## config.mk

```make
export PLATFORM = sky130hd
export DESIGN_NAME = usc_status_pins
export DESIGN_NICKNAME = d
export VERILOG_FILES = /design/src/design/usc_status_pins.v
export VERILOG_INCLUDE_DIRS = /design/src /design/src/design
export SDC_FILE = /design/constraint.sdc
export NUM_CORES = 1
export LEC_CHECK = 0
export ABC_AREA = 1
export BUFFER_PORTS_ARGS = -buffer_cell sky130_fd_sc_hd__buf_4
export CORE_ASPECT_RATIO = 0.75
export CORE_MARGIN = 2
export CORE_UTILIZATION = 61
export DETAILED_ROUTE_END_ITERATION = 6
export PLACE_DENSITY = 0.92
export SLEW_MARGIN = 10
export SYNTH_ARGS = -nofsm -noshare
export SYNTH_HDL_FRONTEND = slang
export SYNTH_SLANG_ARGS = --single-unit
```

## constraint.sdc

```tcl
create_clock -name mclk_in -period 2.2 [get_ports mclk_in]
set_clock_uncertainty 0.15 [all_clocks]
set_input_delay 0.44 -clock mclk_in [delete_from_list [all_inputs] [get_ports mclk_in]]
set_output_delay 0.44 -clock mclk_in [all_outputs]
set_load 0.01 [all_outputs]
```

## src/design/usc_consts.vh

```
`ifndef USC_CONSTS_VH
`define USC_CONSTS_VH
`define USC_CODE_UNCONF   2'h0
`define USC_CODE_SDP      2'h1
`define USC_CODE_CHARGER  2'h2
`define USC_CODE_SUSPEND  2'h3
`define USC_TYPE_NONE     2'h0
`define USC_TYPE_SDP      2'h1
`define USC_TYPE_CDP      2'h2
`define USC_TYPE_DCP      2'h3
`define USC_LED_NS        50000000
`define USC_CLK_MHZ       250
`define USC_LED_CYCLES    ((`USC_LED_NS / 1000) * `USC_CLK_MHZ)
`define USC_DET_NS        1000
`define USC_DET_CYCLES    ((`USC_DET_NS * `USC_CLK_MHZ) / 1000)
`define USC_ST_NOPWR      2'h0
`define USC_ST_DETECT     2'h1
`define USC_ST_READY      2'h2
`endif

```

## src/design/usc_status_pins.v

```verilog
`include "usc_consts.vh"
`default_nettype none
module usc_status_pins #(
   parameter LED_CYCLES = `USC_LED_CYCLES,
   parameter DET_CYCLES = `USC_DET_CYCLES,
   parameter [7:0] CODE_MAP = {`USC_CODE_SUSPEND, `USC_CODE_CHARGER,
                               `USC_CODE_SDP, `USC_CODE_UNCONF}
) (
   input  wire       mclk_in,
   input  wire       sys_rst_in,
   input  wire       bus_power_in,
   input  wire       detect_done_in,
   input  wire [1:0] detect_type_in,
   input  wire       link_suspended_in,
   input  wire       configured_in,
   input  wire       wake_in,
   input  wire       remote_wake_allowed_in,
   input  wire       rs485_mode_in,
   input  wire       tx_char_avail_in,
   input  wire       usb_rx_event_in,
   input  wire       usb_tx_event_in,
   input  wire       uart_txd_src_in,
   input  wire       uart_rts_src_in,
   input  wire       cts_n_in,
   input  wire       rxd_in,
   output reg        detect_start_out,
   output reg        charger_code_bit0_out,
   output reg        charger_code_bit1_out,
   output reg        usb_positive_data_line_pullup_out,
   output reg        suspend_out,
   output reg        resume_request_out,
   output reg        remote_wakeup_out,
   output reg        rs485_drive_enable_out,
   output reg        receive_activity_led_n_out,
   output reg        transmit_activity_led_n_out,
   output reg        txd_out,
   output reg        rts_n_out,
   output reg        peer_clear_out,
   output reg        rxd_sample_out
);
////////////////////////////////////////////////////////////////////////////////
// Charger detection sequencing.
reg  [1:0]  state_q;
reg  [1:0]  state_d;
reg  [31:0] det_cnt_q;
reg  [31:0] det_cnt_d;
reg  [1:0]  code_sel;
reg  [1:0]  code_d;
reg         pullup_d;
reg         start_d;
wire [31:0] det_last  = DET_CYCLES;
wire        det_ripe  = (det_cnt_q >= det_last);
wire        pullup_ok = (detect_type_in == `USC_TYPE_SDP) ||
                        (detect_type_in == `USC_TYPE_CDP);

always @* begin
   case (detect_type_in)
      `USC_TYPE_SDP: code_sel = CODE_MAP[3:2];
      `USC_TYPE_CDP: code_sel = CODE_MAP[5:4];
      `USC_TYPE_DCP: code_sel = CODE_MAP[5:4];
      default:       code_sel = CODE_MAP[1:0];
   endcase
end

// Code pins move only on detection end or power loss, never mid-detection.
always @* begin
   state_d = state_q;
   det_cnt_d = det_cnt_q;
   code_d = {charger_code_bit1_out, charger_code_bit0_out};
   pullup_d = usb_positive_data_line_pullup_out;
   start_d = 1'b0;
   if (!bus_power_in) begin
      state_d = `USC_ST_NOPWR;
      code_d = CODE_MAP[1:0];
      pullup_d = 1'b0;
   end else begin
      case (state_q)
         `USC_ST_NOPWR: begin
            state_d = `USC_ST_DETECT;
            start_d = 1'b1;
            det_cnt_d = 32'h0;
         end
         `USC_ST_DETECT: begin
            if (!det_ripe) begin
               det_cnt_d = det_cnt_q + 32'h1;
            end
            // An early done flag is ignored: the detector lines have not
            // settled yet, so the reported type cannot be trusted.
            if (detect_done_in && det_ripe) begin
               state_d = `USC_ST_READY;
               code_d = code_sel;
               pullup_d = pullup_ok;
            end
         end
         `USC_ST_READY: begin
            state_d = `USC_ST_READY;
         end
         default: begin
            state_d = `USC_ST_NOPWR;
         end
      endcase
   end
end

always @(posedge mclk_in) begin
   if (sys_rst_in) begin
      state_q <= `USC_ST_NOPWR;
      det_cnt_q <= 32'h0;
      detect_start_out <= 1'b0;
      charger_code_bit0_out <= 1'b0;
      charger_code_bit1_out <= 1'b0;
      usb_positive_data_line_pullup_out <= 1'b0;
   end else begin
      state_q <= state_d;
      det_cnt_q <= det_cnt_d;
      detect_start_out <= start_d;
      charger_code_bit0_out <= code_d[0];
      charger_code_bit1_out <= code_d[1];
      usb_positive_data_line_pullup_out <= pullup_d;
   end
end

////////////////////////////////////////////////////////////////////////////////
// Wake is edge detected so a held level yields one resume and, when remote wake is allowed, one wakeup.
reg         wake_q;

always @(posedge mclk_in) begin
   if (sys_rst_in) begin
      wake_q <= 1'b0;
      suspend_out <= 1'b1;
      resume_request_out <= 1'b0;
      remote_wakeup_out <= 1'b0;
   end else begin
      wake_q <= wake_in;
      suspend_out <= link_suspended_in || !configured_in;
      resume_request_out <= 1'b0;
      remote_wakeup_out <= resume_request_out && remote_wake_allowed_in;
      if (wake_in && !wake_q && link_suspended_in) begin
         resume_request_out <= 1'b1;
      end
   end
end

////////////////////////////////////////////////////////////////////////////////
// Activity lamps: channel 0 follows USB receive, channel 1 USB transmit.
// Stretching makes single-packet activity visible to the eye.
wire [31:0] led_len   = LED_CYCLES;
wire [1:0]  led_event = {usb_tx_event_in, usb_rx_event_in};
wire [1:0]  led_lit;
genvar      ch;

generate
   for (ch = 0; ch < 2; ch = ch + 1) begin : g_led
      reg [31:0] hold_q;
      reg [31:0] hold_d;

      always @* begin
         hold_d = hold_q;
         if (led_event[ch]) begin
            hold_d = led_len;
         end else if (hold_q != 32'h0) begin
            hold_d = hold_q - 32'h1;
         end
      end

      always @(posedge mclk_in) begin
         if (sys_rst_in) begin
            hold_q <= 32'h0;
         end else begin
            hold_q <= hold_d;
         end
      end

      assign led_lit[ch] = led_event[ch] || (hold_q > 32'h1);
   end
endgenerate

always @(posedge mclk_in) begin
   if (sys_rst_in) begin
      receive_activity_led_n_out <= 1'b1;
      transmit_activity_led_n_out <= 1'b1;
   end else begin
      receive_activity_led_n_out <= !led_lit[0];
      transmit_activity_led_n_out <= !led_lit[1];
   end
end

////////////////////////////////////////////////////////////////////////////////
// Outside RS485 mode the enable stays low, so a point-to-point link is never
// driven as if it were a shared bus.
always @(posedge mclk_in) begin
   if (sys_rst_in) begin
      rs485_drive_enable_out <= 1'b0;
   end else begin
      rs485_drive_enable_out <= rs485_mode_in && tx_char_avail_in;
   end
end

////////////////////////////////////////////////////////////////////////////////
// Pass-through pins are registered so every output leaves a flip-flop; the
// price is one cycle of latency on each data and handshake line.
always @(posedge mclk_in) begin
   if (sys_rst_in) begin
      txd_out <= 1'b1;
      rts_n_out <= 1'b1;
      peer_clear_out <= 1'b0;
      rxd_sample_out <= 1'b1;
   end else begin
      txd_out <= uart_txd_src_in;
      rts_n_out <= uart_rts_src_in;
      peer_clear_out <= !cts_n_in;
      rxd_sample_out <= rxd_in;
   end
end

endmodule
`default_nettype wire

```

==> results of run 1 <==
==> cells in the mapped netlist (all sizes together) <==
cell and number:
nor2 228, nand2 196, dfxtp 113, nand3 55, inv 52, a21oi 28
xnor2 26, nor3 21, nand4 20, ha 14, buf 13, xor2 12
clkbuf 10, or2 10, o21bai 8, a211oi 7, o21ai 4, a21boi 2
o21a 2, clkinv 1, nor3b 1, nor4 1, o2111ai 1, o211ai 1
==> state kept, by name, indices dropped and copies added (netlist names) <==
signal	cells
detect_start_out	1
rts_n_out	1
charger_code_bit0_out	1
transmit_activity_led_n_out	1
peer_clear_out	1
rxd_sample_out	1
state_q	2
charger_code_bit1_out	1
remote_wakeup_out	1
rs485_drive_enable_out	1
g_led.hold_q	64
txd_out	1
suspend_out	1
det_cnt_q	32
receive_activity_led_n_out	1
wake_q	1
usb_positive_data_line_pullup_out	1
resume_request_out	1
==> critical path, cell delays in order, from the launching register on <==
cell,delay (ns)
sky130_fd_sc_hd__dfxtp_1,0.34
sky130_fd_sc_hd__nor2_1,0.24
sky130_fd_sc_hd__nand2_1,0.15
sky130_fd_sc_hd__nor2_2,0.17
sky130_fd_sc_hd__nand2_2,0.11
sky130_fd_sc_hd__nor2_8,0.27
sky130_fd_sc_hd__inv_2,0.20
sky130_fd_sc_hd__nand2_1,0.14
sky130_fd_sc_hd__a21oi_2,0.07
==> area by class of cell <==
| cell class | count | area [sq um] |
|---|---|---|
| multi-input cells | 637 | 3450 |
| fillers | 710 | 2650 |
| flip-flops and latches | 113 | 2260 |
| clock buffers | 18 | 429 |
| repair buffers | 42 | 328 |
| inverters | 53 | 204 |
| clock inverters | 14 | 179 |
| well taps | 132 | 165 |
==> stage by stage <==
step / instance area [sq um] / power, uW / hold slack (ns) / worst slack (ns) / utilization, %
after floorplan: 6080 / 2930 / 0.223 / 0.548 / -
after global placement: 6400 / 3120 / 0.285 / 0.369 / 66.3
after detailed placement: 6400 / 3140 / 0.286 / 0.367 / 66.3
after CTS: 7010 / 5940 / 0.0190 / 0.292 / 72.6
after global routing: 7010 / 6170 / 0.0155 / 0.131 / 72.6
final: 7010 / 5930 / 0.0272 / 0.221 / 72.6
==> per-layer routing <==
layer  track usage [%]  vias up  part of all wire, %
met2              43.3      236                   45
met5                 0        -                    0
li1                  -     2715                    -
met4              10.1        0                  2.2
met3              9.53       40                  8.7
met1              36.3     2469                   44
==> cell families after synthesis <==
family	Yosys count	synth area share, %
simple gates	532	42.7
flops	113	37.2
buf+inv	76	6.11
compound gates	53	5.58
xor+xnor	38	5.47
fa+ha+maj	14	2.88
==> power by group through the flow <==
stage                     registers (uW)  clock network, uW  logic (uW)
after global placement              2260                  0         863
after detailed placement            2260                  0         878
after CTS                           2220               2830         891
final                               2220               2810         906
after global routing                2230               2930        1010
after floorplan                     2240                  0         690
==> worst paths after layout <==
check                                          from                  to  slack [ns]  cells after the start
worst max-delay path            g_led[1].hold_q[16]  g_led[1].hold_q[0]        0.22                      8
worst max register to register  g_led[1].hold_q[16]  g_led[1].hold_q[0]        0.22                      8
worst min-delay path                       cts_n_in      peer_clear_out        0.03                      2
worst min register to register   resume_request_out   remote_wakeup_out        0.29                      2
==> flow_summary.html, run 1 <==
<table>
<tr><th>Metric</th><th>Value</th></tr>
<tr><th colspan="2">Status</th></tr>
<tr><td>Status</td><td>finished, final reports clean</td></tr>
<tr><th colspan="2">Setup path</th></tr>
<tr><td>Highest fanout seen on the critical path</td><td>16</td></tr>
<tr><td>Nature of the critical path startpoint</td><td>flop</td></tr>
<tr><td>Crit path arrival time</td><td>2.11 ns</td></tr>
<tr><td>Endpoint type of the worst setup path</td><td>flop</td></tr>
<tr><td>Required time of the worst setup path</td><td>2.33 ns</td></tr>
<tr><td>Worst setup path class</td><td>reg -&gt; reg</td></tr>
<tr><th colspan="2">Yosys</th></tr>
<tr><td>Gate count after technology mapping</td><td>826</td></tr>
<tr><td>Register bit count reported by yosys</td><td>113</td></tr>
<tr><td>Syn_nets</td><td>858</td></tr>
<tr><td>Fraction of synthesized cell area taken by the top area cell type</td><td>37.2%</td></tr>
<tr><td>Post-synthesis cell type with the largest combined area</td><td>sky130_fd_sc_hd__dfxtp_1</td></tr>
<tr><td>Cell area after synthesis</td><td>0.00608 sq mm</td></tr>
<tr><td>Sequential area share after synthesis</td><td>37.2%</td></tr>
<tr><td>Count of cell types in the netlist</td><td>44</td></tr>
<tr><td>Warnings from Yosys</td><td>0</td></tr>
<tr><td>Cell types with the largest area share after synthesis</td><td>sky130_fd_sc_hd__dfxtp_1 37%, sky130_fd_sc_hd__nor2_1 10%, sky130_fd_sc_hd__nand2_1 10%, sky130_fd_sc_hd__nor2_2 4.8%, sky130_fd_sc_hd__nand3_1 4.2%</td></tr>
<tr><td>Post-synthesis average cell area</td><td>7.36 sq um</td></tr>
<tr><th colspan="2">Final layout</th></tr>
<tr><td>Antenna cell count</td><td>0</td></tr>
<tr><td>Nets@finish</td><td>896</td></tr>
<tr><td>Post-layout instance count excluding filler cells</td><td>1009</td></tr>
<tr><td>Most common library cell in the layout ignoring fill and taps</td><td>sky130_fd_sc_hd__nor2_1</td></tr>
<tr><td>Top library cells by usage in the layout, fill and taps aside</td><td>170 x sky130_fd_sc_hd__nor2_1, 163 x sky130_fd_sc_hd__nand2_1, 113 x sky130_fd_sc_hd__dfxtp_1</td></tr>
<tr><td>Proportion of layout cells with a drive suffix above 1</td><td>22.2%</td></tr>
<tr><td>Growth of design area from synthesis to finish</td><td>15.4%</td></tr>
<tr><th colspan="2">Clock tree</th></tr>
<tr><td>Clock buffers created by TritonCTS</td><td>17</td></tr>
<tr><td>CTS H-tree lvls</td><td>4</td></tr>
<tr><td>Number of hold buffers added after CTS</td><td>0</td></tr>
<tr><td>CTS clk-pin slew, worst paths</td><td>0.06 ns</td></tr>
<tr><td>Post CTS Setup Buffer Count</td><td>0</td></tr>
<tr><td>Post-CTS resize count</td><td>0</td></tr>
<tr><td>Number of clock sinks</td><td>113</td></tr>
<tr><td>Clock tree from TritonCTS</td><td>done</td></tr>
<tr><td>Largest buffer count on any clock path</td><td>2</td></tr>
<tr><td>Skew-Pair Late Insertion Delay</td><td>0.42 ns</td></tr>
<tr><td>Clock Root Buffer</td><td>sky130_fd_sc_hd__clkbuf_16</td></tr>
<tr><th colspan="2">Global route</th></tr>
<tr><td>Pin count of the biggest net entering global routing</td><td>41</td></tr>
<tr><td>Number of global-route vias before repair</td><td>5278</td></tr>
<tr><td>Congestion Overflow GR</td><td>0</td></tr>
<tr><td>Wire length of the first global-routing pass</td><td>24200 um</td></tr>
<tr><td>Global routing usage summed across all routing layers</td><td>28.0%</td></tr>
<tr><td>Initial antenna violation count</td><td>0</td></tr>
<tr><th colspan="2">Routing</th></tr>
<tr><td>Routed wire length</td><td>14300 um</td></tr>
<tr><td>Final ANT Viol Nets</td><td>0</td></tr>
<tr><td>Average wire per standard cell</td><td>14.2 um</td></tr>
<tr><td>Number of DRC violations after detailed routing</td><td>0</td></tr>
<tr><td>First-pass DRT Iterations</td><td>5</td></tr>
<tr><td>Number of violations reported at the end of detailed-routing iteration 0</td><td>384</td></tr>
<tr><td>Total number of vias</td><td>5460</td></tr>
<tr><td>Via-to-Cell Ratio</td><td>5.41</td></tr>
<tr><th colspan="2">Floorplan</th></tr>
<tr><td>Number of cell rows</td><td>31</td></tr>
<tr><td>Die span in y</td><td>90.5 um</td></tr>
<tr><td>Core Area</td><td>0.00966 sq mm</td></tr>
<tr><td>Count of pins on the block boundary</td><td>32</td></tr>
<tr><td>Die X</td><td>119 um</td></tr>
<tr><td>Starting density of the core</td><td>62.9%</td></tr>
<tr><td>Die outline area</td><td>0.0108 sq mm</td></tr>
<tr><th colspan="2">Job</th></tr>
<tr><td>Max-capacitance violation count</td><td>0</td></tr>
<tr><th colspan="2">Placed design</th></tr>
<tr><td>Number of cells after detailed placement</td><td>977</td></tr>
<tr><td>DP Wirelength</td><td>9940 um</td></tr>
<tr><td>Global placer's final weighted congestion</td><td>0.993</td></tr>
<tr><td>Input/output buffers</td><td>31</td></tr>
<tr><th colspan="2">Power and ir drop</th></tr>
<tr><td>Part of the total power dissipated in combinational logic</td><td>15.3%</td></tr>
<tr><td>Clock share of power</td><td>47.3%</td></tr>
<tr><td>Switching part of the total power</td><td>28.6%</td></tr>
<tr><td>Power share of the sequential group</td><td>37.4%</td></tr>
<tr><td>P_int</td><td>4240 uW</td></tr>
<tr><td>Switching power summed over all nets</td><td>1700 uW</td></tr>
<tr><td>Highest ir drop seen on vdd</td><td>0.732 mV</td></tr>
<tr><td>Static Leak</td><td>0.00299 uW</td></tr>
<tr><td>Total power density per cell area</td><td>846 mW/mm^2</td></tr>
<tr><th colspan="2">STA</th></tr>
<tr><td>Worst slew margin relative to its limit</td><td>50.2%</td></tr>
<tr><td>Worst-Margin Slew</td><td>0.746 ns</td></tr>
<tr><td>TNS Setup</td><td>0 ns</td></tr>
<tr><td>Max frequency</td><td>505 MHz</td></tr>
<tr><td>Post-layout minimum cycle time</td><td>1.98 ns</td></tr>
<tr><td>RSZ-0062 raised after global routing</td><td>no</td></tr>
<tr><td>Endpoints failing setup</td><td>0</td></tr>
<tr><td>Share of the clock period used by the worst path after layout</td><td>90.0%</td></tr>
<tr><td>Number of pins with negative max-slew slack in the final report</td><td>0</td></tr>
<tr><td>Final number of hold-violating endpoints</td><td>0</td></tr>
<tr><th colspan="2">Hold path</th></tr>
<tr><td>Type of the most critical hold path</td><td>in -&gt; reg</td></tr>
</table>
No activity file was read; power rests on OpenSTA's default activity.
==> run 2, diff against run 1 <==
- ABC_AREA: 1 -> unset
==> run 2 against run 1 <==
Effect of this change:
- the flow now stops in global routing (5_1_grt)
- area after synthesis fell by 8.6%
- synthesized cell count fell by 25%
==> flow_summary.html, run 2 <==
<table>
<tr><th>Metric</th><th>Value</th></tr>
<tr><th colspan="2">Global route</th></tr>
<tr><td>Congestion Overflow GR</td><td>15</td></tr>
<tr><td>Pin count of the biggest net entering global routing</td><td>26</td></tr>
<tr><td>Global routing usage summed across all routing layers</td><td>76.7%</td></tr>
<tr><th colspan="2">STA</th></tr>
<tr><td>Classification of the worst endpoint</td><td>register input</td></tr>
<tr><td>Worst Endpoint after GRT Repair</td><td>g_led[0].hold_q[9]$_SDFFE_PP0P_/D</td></tr>
<tr><th colspan="2">Floorplan</th></tr>
<tr><td>Count of pins on the block boundary</td><td>32</td></tr>
<tr><td>Die X</td><td>114 um</td></tr>
<tr><td>Starting density of the core</td><td>62.2%</td></tr>
<tr><td>Die span in y</td><td>86.7 um</td></tr>
<tr><td>Number of cell rows</td><td>30</td></tr>
<tr><th colspan="2">Yosys</th></tr>
<tr><td>Count of cell types in the netlist</td><td>66</td></tr>
<tr><td>Register bit count reported by yosys</td><td>113</td></tr>
<tr><td>Share of synthesized registers carrying an async set or reset</td><td>0%</td></tr>
<tr><td>Cell types with the largest area share after synthesis</td><td>sky130_fd_sc_hd__dfxtp_1 41%, sky130_fd_sc_hd__or4_1 4.7%, sky130_fd_sc_hd__ha_1 3.2%, sky130_fd_sc_hd__o31ai_1 3.1%, sky130_fd_sc_hd__a21oi_1 3.1%</td></tr>
<tr><td>Most numerous cell in the Yosys netlist</td><td>sky130_fd_sc_hd__dfxtp_1</td></tr>
<tr><td>Fraction of synthesized cell area taken by the top area cell type</td><td>40.7%</td></tr>
<tr><td>Most instantiated cells after synthesis</td><td>113 x sky130_fd_sc_hd__dfxtp_1, 42 x sky130_fd_sc_hd__nand2_1, 35 x sky130_fd_sc_hd__or4_1</td></tr>
<tr><td>Warnings from Yosys</td><td>0</td></tr>
<tr><td>Cell area after synthesis</td><td>0.00556 sq mm</td></tr>
<tr><td>Gate count after technology mapping</td><td>623</td></tr>
<tr><td>Sequential area share after synthesis</td><td>40.7%</td></tr>
<tr><td>Main flop type after synthesis</td><td>sky130_fd_sc_hd__dfxtp_1</td></tr>
<tr><td>Post-synthesis cell type with the largest combined area</td><td>sky130_fd_sc_hd__dfxtp_1</td></tr>
<tr><td>Post-synthesis average cell area</td><td>8.92 sq um</td></tr>
<tr><td>Syn_nets</td><td>655</td></tr>
<tr><td>EDFF count, synth</td><td>0</td></tr>
<tr><th colspan="2">Clock tree</th></tr>
<tr><td>Number of hold buffers added after CTS</td><td>0</td></tr>
<tr><td>Number of clock sinks</td><td>113</td></tr>
<tr><td>Clock Root Buffer</td><td>sky130_fd_sc_hd__clkbuf_16</td></tr>
<tr><td>Clock buffers created by TritonCTS</td><td>17</td></tr>
<tr><td>CTS H-tree lvls</td><td>4</td></tr>
<tr><td>Largest buffer count on any clock path</td><td>2</td></tr>
<tr><th colspan="2">Status</th></tr>
<tr><td>Status</td><td>aborted with a tool error</td></tr>
<tr><td>Last stage the flow got to</td><td>global routing (5_1_grt)</td></tr>
<tr><td>Run-stopping error</td><td>[ERROR GRT-0232] Routing congestion too high. Check the congestion heatmap in the GUI.</td></tr>
<tr><th colspan="2">Placed design</th></tr>
<tr><td>Pre-CTS setup slack</td><td>-0.437 ns</td></tr>
<tr><td>Input/output buffers</td><td>31</td></tr>
<tr><td>DP Wirelength</td><td>11400 um</td></tr>
<tr><td>Global placer's final weighted congestion</td><td>0.978</td></tr>
</table>
-- run 2: cell count changes after synthesis, moves of 24 or more --
cell	previous run	this run
sky130_fd_sc_hd__nand2_1	163	42
sky130_fd_sc_hd__nand2_2	31	0
sky130_fd_sc_hd__or3_1	0	24
sky130_fd_sc_hd__nand3_1	51	20
sky130_fd_sc_hd__inv_1	49	19
sky130_fd_sc_hd__nor2_1	170	31
sky130_fd_sc_hd__nor2_2	47	0
sky130_fd_sc_hd__or4_1	0	35
-- run 2: kinds of logic after synthesis --
logic type / count (synthesis) / synth area share (%)
compound gates: 141 / 17.7
xor+xnor: 8 / 1.26
fa+ha+maj: 14 / 3.15
buf+inv: 53 / 4.73
flops: 113 / 40.7
mux: 11 / 1.98
simple gates: 283 / 30.5
-- run 2: what timing repair did --
| action | 4_1_cts |
|---|---|
| pin swaps | 45 |
| setup buffers | 16 |
| endpoints found under the setup margin | 68 |
| gates cloned | 5 |
| gates resized for setup | 96 |
-- run 2: per-stage QoR --
| step | instances | cell area, sq um |
|---|---|---|
| after floorplan | 623 | 5670 |
| after global placement | 853 | 6740 |
| after detailed placement | 853 | 6740 |
| after CTS | 906 | 8010 |
-- run 2: routing by layer --
layer | GRT usage, % | GRT overflow
met3 | 61.5 | 0
met4 | 77.9 | 10
met5 | 11.8 | 0
met1 | 78.7 | 0
met2 | 92.4 | 5
==> run 3, diff against run 2 <==
- CORE_ASPECT_RATIO: 0.75 -> unset
- CORE_UTILIZATION: 61 -> 40
- PLACE_DENSITY: 0.92 -> unset
- PLACE_DENSITY_LB_ADDON: unset -> 0.15
==> run 3 against run 2 <==
Effect of this change:
- the flow now finishes, with violations (setup timing)
- synthesized cell count did not move
- area after synthesis did not move
==> flow_summary.html, run 3 <==
<table>
<tr><th>Metric</th><th>Value</th></tr>
<tr><th colspan="2">STA</th></tr>
<tr><td>Worst slew margin relative to its limit</td><td>64.7%</td></tr>
<tr><td>Worst-Margin Slew</td><td>0.529 ns</td></tr>
<tr><td>Share of the clock period used by the worst path after layout</td><td>115%</td></tr>
<tr><td>Number of pins with negative max-slew slack in the final report</td><td>0</td></tr>
<tr><td>Final critical-path setup slack</td><td>-0.334 ns</td></tr>
<tr><td>Max frequency</td><td>395 MHz</td></tr>
<tr><td>RSZ-0062 raised after global routing</td><td>yes</td></tr>
<tr><td>Endpoints failing setup</td><td>48</td></tr>
<tr><td>TNS Setup</td><td>-10.16 ns</td></tr>
<tr><td>Final number of hold-violating endpoints</td><td>0</td></tr>
<tr><td>Post-layout minimum cycle time</td><td>2.53 ns</td></tr>
<tr><th colspan="2">Power and ir drop</th></tr>
<tr><td>Highest ir drop seen on vdd</td><td>0.554 mV</td></tr>
<tr><td>Total power density per cell area</td><td>733 mW/mm^2</td></tr>
<tr><td>Static Leak</td><td>0.00332 uW</td></tr>
<tr><th colspan="2">Setup path</th></tr>
<tr><td>Crit path arrival time</td><td>2.67 ns</td></tr>
<tr><td>Worst setup path class</td><td>reg -&gt; reg</td></tr>
<tr><td>Required time of the worst setup path</td><td>2.34 ns</td></tr>
<tr><td>CP startpoint</td><td>g_led[0].hold_q[18]</td></tr>
<tr><td>Worst R2R Start</td><td>g_led[0].hold_q[18]</td></tr>
<tr><td>Endpoint type of the worst setup path</td><td>flop</td></tr>
<tr><td>Highest fanout seen on the critical path</td><td>8</td></tr>
<tr><td>Nature of the critical path startpoint</td><td>flop</td></tr>
<tr><th colspan="2">Yosys</th></tr>
<tr><td>Share of synthesized registers carrying an async set or reset</td><td>0%</td></tr>
<tr><td>Count of cell types in the netlist</td><td>66</td></tr>
<tr><td>Sequential area share after synthesis</td><td>40.7%</td></tr>
<tr><td>Most instantiated cells after synthesis</td><td>113 x sky130_fd_sc_hd__dfxtp_1, 42 x sky130_fd_sc_hd__nand2_1, 35 x sky130_fd_sc_hd__or4_1</td></tr>
<tr><td>Main flop type after synthesis</td><td>sky130_fd_sc_hd__dfxtp_1</td></tr>
<tr><td>Syn_nets</td><td>655</td></tr>
<tr><td>Fraction of synthesized cell area taken by the top area cell type</td><td>40.7%</td></tr>
<tr><td>Post-synthesis cell type with the largest combined area</td><td>sky130_fd_sc_hd__dfxtp_1</td></tr>
<tr><td>Cell types with the largest area share after synthesis</td><td>sky130_fd_sc_hd__dfxtp_1 41%, sky130_fd_sc_hd__or4_1 4.7%, sky130_fd_sc_hd__ha_1 3.2%, sky130_fd_sc_hd__o31ai_1 3.1%, sky130_fd_sc_hd__a21oi_1 3.1%</td></tr>
<tr><td>EDFF count, synth</td><td>0</td></tr>
<tr><td>Gate count after technology mapping</td><td>623</td></tr>
<tr><td>Post-synthesis average cell area</td><td>8.92 sq um</td></tr>
<tr><td>Register bit count reported by yosys</td><td>113</td></tr>
<tr><td>Warnings from Yosys</td><td>0</td></tr>
<tr><td>Cell area after synthesis</td><td>0.00556 sq mm</td></tr>
<tr><td>Most numerous cell in the Yosys netlist</td><td>sky130_fd_sc_hd__dfxtp_1</td></tr>
<tr><th colspan="2">Routing</th></tr>
<tr><td>Routed wire length</td><td>16100 um</td></tr>
<tr><td>Average wire per standard cell</td><td>16.3 um</td></tr>
<tr><td>Total number of vias</td><td>5597</td></tr>
<tr><td>Final ANT Viol Nets</td><td>0</td></tr>
<tr><td>Number of violations reported at the end of detailed-routing iteration 0</td><td>330</td></tr>
<tr><td>Number of DRC violations after detailed routing</td><td>0</td></tr>
<tr><td>Via-to-Cell Ratio</td><td>5.65</td></tr>
<tr><td>First-pass DRT Iterations</td><td>6</td></tr>
<tr><th colspan="2">Clock tree</th></tr>
<tr><td>Number of hold buffers added after CTS</td><td>0</td></tr>
<tr><td>CTS clk-pin slew, worst paths</td><td>0.05 ns</td></tr>
<tr><td>Clock Root Buffer</td><td>sky130_fd_sc_hd__clkbuf_16</td></tr>
<tr><td>Skew-Pair Late Insertion Delay</td><td>0.42 ns</td></tr>
<tr><td>Largest buffer count on any clock path</td><td>2</td></tr>
<tr><td>Clock buffers created by TritonCTS</td><td>17</td></tr>
<tr><td>Number of clock sinks</td><td>113</td></tr>
<tr><td>Clock tree from TritonCTS</td><td>done</td></tr>
<tr><td>CTS H-tree lvls</td><td>4</td></tr>
<tr><th colspan="2">Final layout</th></tr>
<tr><td>Final core occ</td><td>60.4%</td></tr>
<tr><td>Post-layout instance area</td><td>0.00829 sq mm</td></tr>
<tr><td>Post-layout instance count excluding filler cells</td><td>990</td></tr>
<tr><td>Most common library cell in the layout ignoring fill and taps</td><td>sky130_fd_sc_hd__buf_4</td></tr>
<tr><td>Top library cells by usage in the layout, fill and taps aside</td><td>169 x sky130_fd_sc_hd__buf_4, 103 x sky130_fd_sc_hd__dfxtp_1, 37 x sky130_fd_sc_hd__nand2_1</td></tr>
<tr><td>Nets@finish</td><td>829</td></tr>
<tr><td>Proportion of layout cells with a drive suffix above 1</td><td>42.6%</td></tr>
<tr><td>Antenna cell count</td><td>0</td></tr>
<tr><td>Growth of design area from synthesis to finish</td><td>49.1%</td></tr>
<tr><td>Biggest regs</td><td>g_led.hold_q (64), det_cnt_q (32), state_q (2)</td></tr>
<tr><td>Number of flip-flops in the largest register</td><td>64</td></tr>
<tr><td>Top register by number of flip-flops</td><td>g_led.hold_q</td></tr>
<tr><th colspan="2">Global route</th></tr>
<tr><td>Global routing usage summed across all routing layers</td><td>21.5%</td></tr>
<tr><td>Number of global-route vias before repair</td><td>5406</td></tr>
<tr><td>Wire length of the first global-routing pass</td><td>25600 um</td></tr>
<tr><td>Congestion Overflow GR</td><td>0</td></tr>
<tr><td>Pin count of the biggest net entering global routing</td><td>29</td></tr>
<tr><td>Initial antenna violation count</td><td>0</td></tr>
<tr><th colspan="2">Hold path</th></tr>
<tr><td>Hold Startpoint</td><td>cts_n_in</td></tr>
<tr><td>Type of the most critical hold path</td><td>in -&gt; reg</td></tr>
<tr><th colspan="2">Placed design</th></tr>
<tr><td>Number of cells after detailed placement</td><td>946</td></tr>
<tr><td>Input/output buffers</td><td>31</td></tr>
<tr><td>Placed instance area</td><td>0.00702 sq mm</td></tr>
<tr><td>Pre-CTS setup slack</td><td>-0.371 ns</td></tr>
<tr><td>DP Wirelength</td><td>10200 um</td></tr>
<tr><td>Global placer's final weighted congestion</td><td>0.866</td></tr>
<tr><th colspan="2">Status</th></tr>
<tr><td>Violated checks</td><td>setup timing</td></tr>
<tr><td>Status</td><td>complete, but fails checks</td></tr>
<tr><th colspan="2">Floorplan</th></tr>
<tr><td>Die outline area</td><td>0.0148 sq mm</td></tr>
<tr><td>Starting density of the core</td><td>40.5%</td></tr>
<tr><td>Core Area</td><td>0.0137 sq mm</td></tr>
<tr><td>Count of pins on the block boundary</td><td>32</td></tr>
<tr><td>Die X</td><td>122 um</td></tr>
<tr><td>Die span in y</td><td>122 um</td></tr>
<tr><td>Number of cell rows</td><td>43</td></tr>
<tr><th colspan="2">Job</th></tr>
<tr><td>Max-capacitance violation count</td><td>0</td></tr>
</table>
-- run 3: path summary, 6_finish.rpt --
kind                                             to  cells after the start  slack, ns
worst min register to register         det_cnt_q[6]                      2       0.32
worst min-delay path                 peer_clear_out                      2       0.02
worst max register to register  g_led[0].hold_q[21]                      5      -0.33
worst max-delay path            g_led[0].hold_q[21]                      5      -0.33
-- run 3: metrics by stage --
step | total power (uW) | hold slack, ns
2_1_floorplan | 2710 | 0.288
3_3_place_gp | 3100 | 0.299
3_5_place_dp | 3120 | 0.311
4_1_cts | 6040 | 0.0149
5_1_grt | 6320 | 0.0183
6_report | 6070 | 0.0206
-- run 3: cell type report --
| type | instances | area [sq um] |
|---|---|---|
| Tap cell | 180 | 225 |
| Clock inverter | 10 | 131 |
| Timing Repair Buffer | 187 | 1510 |
| Inverter | 20 | 77.6 |
| Fill cell | 1158 | 5430 |
| Clock buffer | 22 | 484 |
| Multi-Input combinational cell | 458 | 3580 |
| Sequential cell | 113 | 2270 |
-- run 3: cells by family (layout without fill, tap and decap cells) --
group                      count (synthesis)  after routing  share of synthesized area (%)
and+or+nand+nor                          283            284                           30.5
AOI/OAI and AO/OA                        141            141                           17.7
DFF                                      113            113                           40.7
buffers and inverters                     53            239                           4.73
adders and majority gates                 14             14                           3.15
muxes                                     11             11                           1.98
xor gates and xnor gates                   8              8                           1.26
-- run 3: per-layer routing --
metal	vias to the layer above	wire [um]	track usage (%)	share of wire, %
met5	-	0	0	0
met4	0	302	8.19	1.9
met3	19	576	4.96	3.6
met2	100	8200	36.5	51
met1	2730	7050	26.6	44
li1	2748	-	-	-
-- run 3: where the power goes --
| group | internal, uW | switching, uW | total (uW) |
|---|---|---|---|
| sequential | 2130 | 57.0 | 2190 |
| clock | 1890 | 947 | 2840 |
| combinational | 509 | 539 | 1050 |
-- run 3: what timing repair did --
item,4_1_cts,5_1_grt
setup endpoints to repair,60,69
resized for setup,44,78
buffers inserted,4,4
pin swaps,24,50
cloned,2,3
-- run 3: critical path, cell delays in order (launching register included) --
cell and delay, ns:
sky130_fd_sc_hd__dfxtp_2 0.31, sky130_fd_sc_hd__or4_4 0.53, sky130_fd_sc_hd__or4b_4 0.55, sky130_fd_sc_hd__or4_4 0.52, sky130_fd_sc_hd__a311oi_2 0.27, sky130_fd_sc_hd__a311oi_2 0.07
